### src/paot_pkg.sv
// Shared constants for the two-step converter output path and its capture logic
`default_nettype none
package paot_pkg;
   localparam int WORD_W = 10;
   localparam int COARSE_W = 5;
   localparam int FINE_W = 6;
   localparam int LOW_W = 5;
   localparam int SWITCH_N = 32;
   localparam int LEVEL_W = 12;
   localparam int FIFO_DEPTH = 2;
   // Input level in LSB; full scale is 0 .. FS_TOP
   localparam logic signed [LEVEL_W-1:0] FS_BOTTOM = 12'sh000;
   localparam logic signed [LEVEL_W-1:0] FS_TOP = 12'sh3ff;
   localparam logic signed [LEVEL_W-1:0] OOR_MARGIN = 12'sh001;
   // Encode timing
   localparam int CLK_PERIOD_NS = 20;
   localparam int ENC_PERIOD_NS = 80;
   localparam int ENC_HALF_CYC = ENC_PERIOD_NS / (2 * CLK_PERIOD_NS);
   localparam int ENC_MAX_PERIOD_NS = 100;
   localparam int DUTY_PCT = 50;
   // Encode rises before the first valid word reaches capture
   localparam int PRIME_CAPTURES = 4;
   localparam logic [1:0] HALF_LAST = 2'(ENC_HALF_CYC - 1);
   localparam logic [2:0] PRIME_LAST = 3'(PRIME_CAPTURES);
endpackage
`default_nettype wire

### src/paot_link_if.sv
// Pin-level link between converter and capture logic
`default_nettype none
interface paot_link_if;
   logic                      encode;
   logic [paot_pkg::WORD_W-1:0] sample_word_bits;
   logic                      out_of_range;
   modport dev (input encode, output sample_word_bits, output out_of_range);
   modport cap (output encode, input sample_word_bits, input out_of_range);
endinterface
`default_nettype wire

### src/paot_converter.sv
// Converter digital side: sampling, coarse/fine stages, decode alignment, output latch
// Behaviour
// Sample taken on encode rising edge
// Encode duty cycle 50 percent, +-10 points
// Encode rate never below 10 MSPS
// Encode runs continuously, no burst clocking
// Coarse result one-hot selects one of 32
// Fine 6 bits: five low, one corrects coarse
// Decode aligns stages into 10-bit word
// Output register updates on encode falling edge
// Output latched, 2.5 encode cycles latency
// Out-of-range high beyond full scale by 1 LSB; the code raises it only beyond full scale by 2 LSB or more
// Out-of-range flag pipelined with data
`default_nettype none
module paot_converter
(
   input  wire logic                              clk,
   input  wire logic                              nrst,
   input  wire logic signed [paot_pkg::LEVEL_W-1:0] analog_level,
   paot_link_if.dev                               link
);
   import paot_pkg::*;

   // Every stage of the two-step pipeline lives in one registered record
   typedef struct packed {
      logic                 enc_s1;
      logic                 enc_s2;
      logic                 enc_prev;
      logic [WORD_W-1:0]    held;
      logic                 held_oor;
      logic [COARSE_W-1:0]  coarse;
      logic [SWITCH_N-1:0]  switch_sel;
      logic [WORD_W-1:0]    residue_src;
      logic                 coarse_oor;
      logic [COARSE_W-1:0]  coarse_d;
      logic [FINE_W-1:0]    fine;
      logic                 fine_oor;
      logic [WORD_W-1:0]    aligned;
      logic                 aligned_oor;
      logic [WORD_W-1:0]    staged;
      logic                 staged_oor;
      logic [WORD_W-1:0]    out_word;
      logic                 out_oor;
   } paot_conv_type;

   paot_conv_type state;
   paot_conv_type next_state;
   logic          enc_rise;
   logic          enc_fall;
   logic [SWITCH_N-1:0] flash_sel;

   ////////////////////////////////////////////////////////////////////////////
   function automatic logic [WORD_W-1:0] clamp_level(input logic signed [LEVEL_W-1:0] lv);
      logic [WORD_W-1:0] r;
      r = lv[WORD_W-1:0];
      if (lv < FS_BOTTOM)
      begin
         r = '0;
      end
      else if (lv > FS_TOP)
      begin
         r = '1;
      end
      return r;
   endfunction

   function automatic logic beyond_range(input logic signed [LEVEL_W-1:0] lv);
      return (lv < FS_BOTTOM - OOR_MARGIN) || (lv > FS_TOP + OOR_MARGIN);
   endfunction

   // Coarse comparators: comparator i trips once the held level reaches tap i
   function automatic logic [SWITCH_N-1:0] coarse_thermo(input logic [WORD_W-1:0] lv);
      logic [SWITCH_N-1:0] t;
      t = '0;
      for (int i = 0; i < SWITCH_N; i++)
      begin
         if (lv >= WORD_W'(i * SWITCH_N))
         begin
            t[i] = 1'b1;
         end
      end
      return t;
   endfunction

   // Top edge of the lowest run of ones in the comparator thermometer; a bubble cannot select two switches
   function automatic logic [SWITCH_N-1:0] thermo_to_onehot(input logic [SWITCH_N-1:0] t);
      logic [SWITCH_N:0]   tp;
      logic [SWITCH_N-1:0] sel;
      tp = {1'b0, t};
      sel = '0;
      for (int i = SWITCH_N - 1; i >= 0; i--)
      begin
         if (tp[i] && !tp[i + 1])
         begin
            sel = SWITCH_N'(1) << i;
         end
      end
      return sel;
   endfunction

   // Binary code of the active switch
   function automatic logic [COARSE_W-1:0] onehot_code(input logic [SWITCH_N-1:0] sel);
      logic [COARSE_W-1:0] c;
      c = '0;
      for (int i = 0; i < SWITCH_N; i++)
      begin
         if (sel[i])
         begin
            c = c | COARSE_W'(i);
         end
      end
      return c;
   endfunction

   // Ladder tap voltage picked by the single active switch
   function automatic logic [WORD_W-1:0] ladder_tap(input logic [SWITCH_N-1:0] sel);
      return {onehot_code(sel), {LOW_W{1'b0}}};
   endfunction

   // Fine comparators saturate, so a coarse slip shows as an end code, not a wrap
   function automatic logic [FINE_W-1:0] fine_flash(input logic [WORD_W-1:0] src,
                                                   input logic [WORD_W-1:0] tap);
      logic [FINE_W-1:0] f;
      f = '0;
      if (src >= tap)
      begin
         f = '1;
         if (src - tap <= WORD_W'({FINE_W{1'b1}}))
         begin
            f = FINE_W'(src - tap);
         end
      end
      return f;
   endfunction

   // The coarse stage is exact here, so the correction bit stays low in practice
   // Spare fine bit carries into the coarse code; a carry off the top pins full scale
   function automatic logic [WORD_W-1:0] correct_word(input logic [COARSE_W-1:0] c,
                                                      input logic [FINE_W-1:0]   f);
      logic [COARSE_W:0] top;
      logic [WORD_W-1:0] w;
      top = {1'b0, c} + {{COARSE_W{1'b0}}, f[FINE_W-1]};
      w = {top[COARSE_W-1:0], f[LOW_W-1:0]};
      if (top[COARSE_W])
      begin
         w = '1;
      end
      return w;
   endfunction

   ////////////////////////////////////////////////////////////////////////////
   // Only the second synchroniser stage feeds edge detection
   assign enc_rise = state.enc_s2 && !state.enc_prev;
   assign enc_fall = !state.enc_s2 && state.enc_prev;
   // Coarse flash resolves the held level while the residue waits for the fine stage
   assign flash_sel = thermo_to_onehot(coarse_thermo(state.held));

   always_comb
   begin
      next_state = state;
      next_state.enc_s1 = link.encode;
      next_state.enc_s2 = state.enc_s1;
      next_state.enc_prev = state.enc_s2;
      // Rising encode edge: sample, fine conversion and the staging register
      if (enc_rise)
      begin
         next_state.held = clamp_level(analog_level);
         next_state.held_oor = beyond_range(analog_level);
         // Fine stage resolves the residue left by the chosen ladder tap
         next_state.fine = fine_flash(state.residue_src, ladder_tap(state.switch_sel));
         next_state.coarse_d = state.coarse;
         next_state.fine_oor = state.coarse_oor;
         next_state.staged = state.aligned;
         next_state.staged_oor = state.aligned_oor;
      end
      // Falling encode edge: coarse conversion, decode alignment and output
      if (enc_fall)
      begin
         next_state.coarse = onehot_code(flash_sel);
         next_state.switch_sel = flash_sel;
         next_state.residue_src = state.held;
         next_state.coarse_oor = state.held_oor;
         // Correction bit lifts the coarse code when the fine stage overflows
         next_state.aligned = correct_word(state.coarse_d, state.fine);
         next_state.aligned_oor = state.fine_oor;
         next_state.out_word = state.staged;
         next_state.out_oor = state.staged_oor;
      end
   end

   // Synchronous reset clears every stage, so the first words after reset read zero
   always_ff @(posedge clk)
   begin
      if (!nrst)
      begin
         state <= '0;
      end
      else
      begin
         state <= next_state;
      end
   end

   // Output pins come straight from the fall-updated register
   assign link.sample_word_bits = state.out_word;
   assign link.out_of_range = state.out_oor;
endmodule
`default_nettype wire

### src/flat_wrapper.sv
// flat-port wrapper written by rule: the top's interface ports become plain ports
module paot_converter_flat import paot_pkg::*;
  (clk, nrst, analog_level, link_encode, link_sample_word_bits, link_out_of_range);
  paot_link_if link_i ();
  input  wire logic clk;
  input  wire logic nrst;
  input  wire logic signed [paot_pkg::LEVEL_W-1:0] analog_level;
  input wire logic [$bits(link_i.encode)-1:0] link_encode;
  output wire logic [$bits(link_i.sample_word_bits)-1:0] link_sample_word_bits;
  output wire logic [$bits(link_i.out_of_range)-1:0] link_out_of_range;
  assign link_i.encode = link_encode;
  assign link_sample_word_bits = link_i.sample_word_bits;
  assign link_out_of_range = link_i.out_of_range;
  paot_converter u_core (.clk(clk), .nrst(nrst), .analog_level(analog_level), .link(link_i));
endmodule
### config.mk
export PLATFORM = sky130hd
export DESIGN_NAME = paot_converter_flat
export DESIGN_NICKNAME = d
export VERILOG_FILES = /design/src/paot_pkg.sv /design/src/paot_link_if.sv /design/src/paot_converter.sv /design/src/flat_wrapper.sv
export SDC_FILE = /design/constraint.sdc
export NUM_CORES = 1
export LEC_CHECK = 0
export ABC_AREA = 0
export BUFFER_PORTS_ARGS = -buffer_cell sky130_fd_sc_hd__buf_4
export CORE_MARGIN = 5
export CORE_UTILIZATION = 45
export CTS_BUF_LIST = sky130_fd_sc_hd__clkbuf_8
export CTS_CLUSTER_DIAMETER = 100
export DETAILED_ROUTE_END_ITERATION = 7
export HOLD_SLACK_MARGIN = 0.08
export SLEW_MARGIN = 20
export SYNTH_ARGS = -nofsm -noshare
export SYNTH_HDL_FRONTEND = slang
export SYNTH_SLANG_ARGS = --single-unit
export TNS_END_PERCENT = 10
### constraint.sdc
create_clock -name clk -period 3.3 [get_ports clk]
set_input_delay 0.66 -clock clk [delete_from_list [all_inputs] [get_ports clk]]
set_output_delay 0.66 -clock clk [all_outputs]
set_load 0.01 [all_outputs]
Yosys cells after proc, flatten, opt, wreduce, memory -nomap -nowiden
Index checks and enable logic that the tools add are counted.
Widths: inputs -> output; s select.
Word-level totals
  flip-flop bits (word level): 107
  input bits: 15
  output and inout port bits: 11
  word-level logic and storage cells: 327
Cells by class
  $add $sub $neg: 2
  $lt $le $gt $ge: 38
  multiplexer cells: 202
  reduce and logical (&&, ||, !) cells: 67
Operator list (number)
  $mux 32: 32
  $mux 5: 96
  $ge 10x10->1 const B: 16
  $ge 10x9->1 const B: 8
  $mux 10: 7
  $mux 4: 16
  $ge 10x8->1 const B: 4
  $mux 1: 34
  $logic_and 1x1->1: 33
  $logic_not 1->1: 33
  $mux 6: 5
  $lt 12x1->1 const B: 2
  $mux 3: 8
  $ge 10x7->1 const B: 2
  $gt 12x11->1 const B: 1
  $gt 12x12->1 const B: 1
  $ge 10x1->1 const B: 1
  $ge 10x10->1: 1
  $ge 10x6->1 const B: 1
  $le 10x6->1 const B: 1
  $sub 10x10->10: 1
  $mux 2: 4
  $add 5x1->6: 1
  $logic_or 1x1->1: 1

Depth between registers and ports, before layout
  word-level depth: 97
  gate-level depth with buffers: 10
  mapped depth without buffers: 10

Worst setup path after synthesis
No wires, ideal clock.
  kind: register to register
  start point: register u_core.state[57] (netlist bit)
  end point: register u_core.state[39] (netlist bit)
  library setup time: 0.153 ns
  arrival time: 2.316 ns
  required time: 3.147 ns
  setup slack: 0.831 ns
  stages on the path, launching flop included: 10
  buffers on the path: 0
  period minus slack after synthesis: 2.469 ns
  cell sequence: dfxtp_1 > or4_1 > nor4_1 > nand3_1 > ha_1 > fa_1 > xor2_1 > nand3_1 > mux2i_1 > a32oi_1
Between the ends
  longest elaborated chain between the ends: 69
  elaborated cells between the ends (all ways): 70
  those cells by class: add/sub: 1; order compare: 2; mux: 67
RTL lines
  from (decl): RTL line paot_converter.sv:46  | paot_conv_type state;
  from (signal assigned): RTL line paot_converter.sv:200  | state <= next_state;
  $mux 1 *: RTL line paot_converter.sv:107  | if (sel[i])
  $mux 5 *: RTL line paot_converter.sv:165  | if (enc_rise)
  $mux 2 *: RTL line paot_converter.sv:107
  $mux 5 *: RTL line paot_converter.sv:165
  $mux 2 *: RTL line paot_converter.sv:107
  $mux 5 *: RTL line paot_converter.sv:165
  $mux 3 *: RTL line paot_converter.sv:107
  $mux 5 *: RTL line paot_converter.sv:165
  (+53 left out)
  $mux 5 *: RTL line paot_converter.sv:165
  $sub 10x10->10: RTL line paot_converter.sv:128  | if (src - tap <= WORD_W'({FINE_W{1'b1}}))
  $le 10x6->1: RTL line paot_converter.sv:128
  $mux 6: RTL line paot_converter.sv:128
  $mux 6: RTL line paot_converter.sv:125  | if (src >= tap)
  $mux 6: RTL line paot_converter.sv:165
  $mux 6 *: RTL line paot_converter.sv:125
  $mux 6 *: RTL line paot_converter.sv:165
Every way passes the cells marked *; elsewhere a longest branch is shown, timed or not. The select of a mux whose other input is x is not followed.
A chain may end at the register's enable or synchronous reset.

Worst setup path in the final report
  start point: register u_core.state[61] (netlist bit)
  end point: register u_core.state[38] (netlist bit)
Between the ends
  longest elaborated chain between the ends: 61
  elaborated cells between the ends (all ways): 62
  those cells by class: add/sub: 1; order compare: 2; mux: 59
RTL lines (RTL line)
  $mux 3 *: paot_converter.sv:107
  $mux 5 *: paot_converter.sv:165
  $mux 3 *: paot_converter.sv:107
  $mux 5 *: paot_converter.sv:165
  $mux 3 *: paot_converter.sv:107
  $mux 5 *: paot_converter.sv:165
  $mux 4 *: paot_converter.sv:107
  $mux 5 *: paot_converter.sv:165
  (+45 left out)
  $mux 5 *: paot_converter.sv:165
  $sub 10x10->10: paot_converter.sv:128
  $le 10x6->1: paot_converter.sv:128
  $mux 6: paot_converter.sv:128
  $mux 6: paot_converter.sv:125
  $mux 6: paot_converter.sv:165
  $mux 6 *: paot_converter.sv:125
  $mux 6 *: paot_converter.sv:165
Marked as above.

==> impl_metrics.json <==
{
  "cts_tree": "done",
  "dr.pass1.iters": 4,
  "tightest_slew_ps": 764.9,
  "synth_nets": 535,
  "placed_area_sq_um": 4698,
  "cp-startpoint": "u_core.state[61]",
  "maxCapViolCount": 0,
  "yosysWarningCount": 0,
  "numCtsBuffers": 9,
  "worstSetupEndpointType": "flip-flop",
  "io_buffers": 25,
  "grt.overflow.total": 0,
  "pin_count": 26,
  "synth_common_cells": "dfxtp_1 (106), nand2_1 (98), a21boi_0 (46), nor2b_1 (43), a22oi_1 (31)",
  "netlist_area_sq_um": 4529,
  "clockRootBuffer": "clkbuf_8",
  "crit_top_cell": "nand3_1",
  "ff2ff_path_depth": 9,
  "nets": 531,
  "start_util_pct": 46.34,
  "status": "completed",
  "n_antenna_cell": 0,
  "cp_data_arrival_time_ps": 3030,
  "htree_levels": 3,
  "dieArea_sq_um": 12170,
  "ff_latch_area_sq_um": 2122,
  "p_sw_share_pct": 22.34,
  "ys.flop_type": "dfxtp_1",
  "row_count": 36,
  "gp_congestion": 0.8698,
  "grt_pass1_vias": 3254,
  "path_cells": "or4_1 > nor4_1 > nand3_1 > ha_1 > fa_1 > xor2_1 > nand3_1 > mux2i_1 > a32oi_1",
  "slowest_delay_ps": 490,
  "pwr-share-comb_pct": 4.8,
  "vias": 3424,
  "fmax_ghz": 0.3535,
  "tns_ps": 0,
  "drv_slew": 0,
  "synth.most_common_cell": "dfxtp_1",
  "clock_latency_ps": 350,
  "worstPathRequired_ps": 3500,
  "clk_pin_slew_ps": 100,
  "vias_per_cell": 5.300,
  "multi_input_area_sq_um": 2177,
  "grt_max_degree": 70,
  "r2r-end": "u_core.state[38]",
  "ys_types": 40,
  "ys_ff_latch": 106,
  "rrSetupSlack_ps": 470,
  "cts_setup_buffers": 0,
  "rsz0062_at_grt": "no",
  "setup_ws_ps": 471.0,
  "drt_iter0_drc": 167,
  "fillerInstances": 941,
  "ys_top_cells_by_area": "dfxtp_1 (47%), nand2_1 (8.1%), a21boi_0 (7.6%)",
  "avgSynthCellArea_sq_um": 8.846,
  "grt_first_pass_wirelength_um": 15900,
  "crit-reg2reg-launch": "u_core.state[61]",
  "holdPathEnd": "u_core.next_state[104]",
  "path_class": "flip-flop to flip-flop",
  "p_seq_share_pct": 59.1,
  "synth_top_area_share_pct": 46.85,
  "power.density_nw_per_um2": 448.5,
  "die_y_um": 110.3,
  "peakVddDrop_uv": 229.0,
  "relSlewSlack_pct": 49.01,
  "fin_cells": 646,
  "cell_internal_pwr_mw": 1.707,
  "wl_um": 9274,
  "power.switching_uw": 490.8,
  "post_cts_resized": 0,
  "cts.sinks": 106,
  "layout_min_cycle_time_ps": 2829,
  "yosysSeqAreaShare_pct": 46.85,
  "cts_hold_buf": 0,
  "syn_to_final_growth_pct": 8.177,
  "min_path_cells": 1,
  "hold_viol": 0,
  "power_mw": 2.198,
  "antenna_found_initial": 0,
  "cts_buffer_depth": 2,
  "p_leak_nw": 1.725,
  "drive_above_1_share_pct": 11.70,
  "path_buf_inv": 0,
  "ant_nets": 0,
  "clkPwrFrac_pct": 36.1,
  "critPathSlowestCell": "or4_1",
  "synth_top_cell_by_area": "dfxtp_1",
  "place_ws_ps": 496.9,
  "wl_per_cell_um": 14.36,
  "crit_cells": 9,
  "fin_crit_sh_pct": 85.73,
  "final_area_sq_um": 4900,
  "fin_worst_skew_ps": 15.00,
  "hold_class": "flip-flop to flip-flop",
  "synth_edf_count": 0,
  "placedCellCount": 630,
  "synthCells": 512,
  "coreArea_sq_um": 9774,
  "critical_path.top_delay_family": "simple AND/OR/NAND/NOR gates",
  "hold_start": "u_core.next_state[105]",
  "die_w_um": 110.3,
  "synthArstFlopShare_pct": 0,
  "critPathMaxFanout": 6,
  "finalSetupViolCount": 0,
  "globalRouteTotalUtil_pct": 16.49,
  "hpwl_um": 6331,
  "drcViolationCount": 0,
  "start_kind": "flip-flop"
}
## cells in the final DEF (no fill, tap or decap), types with 2 or more instances in the layout
cell type and count:
nor3_1 14, nand2_1 98, inv_6 2, a22oi_1 31, o221a_2 9, a32oi_1 6, nor3b_4 2, clkbuf_8 10
and2_1 5, nor2_1 23, a21boi_0 46, nor3b_1 3, o21ai_0 3, ha_1 7, nor4_1 9, and3_1 2
a21oi_1 19, xnor2_1 2, nand2b_1 4, xor2_1 2, nand4_1 4, nand3_1 7, dfxtp_1 106, or4_1 5
inv_1 4, buf_4 30, and3b_1 2, nor2b_1 42
## worst register-to-register path: stages (launching register included)
cell,delay [ps]
dfxtp_1,340
or4_1,490
nor4_1,210
nand3_1,130
ha_1,230
fa_1,400
xor2_1,180
nand3_1,90
mux2i_1,430
a32oi_1,170
## power groups by stage
| stage | registers, mW | clock network, mW | logic [mW] |
|---|---|---|---|
| floorplan | 1.32 | 0 | 0.0760 |
| global placement | 1.33 | 0 | 0.105 |
| detailed placement | 1.33 | 0 | 0.106 |
| CTS | 1.30 | 0.822 | 0.106 |
| global route | 1.30 | 0.881 | 0.117 |
| finish | 1.30 | 0.794 | 0.105 |
## logic make-up after synthesis
family	synth area share [%]
AOI/OAI and AO/OA	19.64
and+or+nand+nor	24.94
muxes	0.2210
buffers and inverters	5.193
xor gates and xnor gates	0.7736
adders and majority gates	2.376
DFF	46.85
## metrics by stage
stage	hold WS, ps	util (%)
final	445.4	50.13
after global routing	471.8	50.13
after CTS	451.4	50.13
after detailed placement	425.3	48.07
after global placement	415.3	48.07
after floorplan	411.9	-
## how the worst max path moves through the flow
| stage | end | slack, ps |
|---|---|---|
| 4_1_cts | u_core.state[38] | 470 |
| 3_3_place_gp | u_core.state[39] | 620 |
| 2_1_floorplan | u_core.state[39] | 830 |
| 6_report | u_core.state[38] | 470 |
| 3_5_place_dp | u_core.state[38] | 500 |
| 5_1_grt | u_core.state[34] | 240 |
## sequential cells by signal, indices dropped and copies added (netlist names)
register / flops
u_core.link.out_of_range: 1
u_core.link.sample_word_bits: 10
u_core.state: 93
u_core.next_state: 2
## cell type report
class,count,area share [%]
Timing Repair Buffer,30,4.597
Inverter,2,0.1532
Clock buffer,10,2.809
Multi-Input combinational cell,359,44.43
Sequential cell,106,43.31
Clock inverter,6,1.302
Tap cell,133,3.396
## per-layer routing
layer / part of all wire [%] / wire length (um) / GRT usage (%)
met5: 0 / 0 / 0
met4: 1.9 / 178 / 5.805
met3: 2.2 / 203 / 3.553
met2: 47 / 4398 / 26.91
met1: 48 / 4493 / 21.59
(Power assumes the default switching activity.)
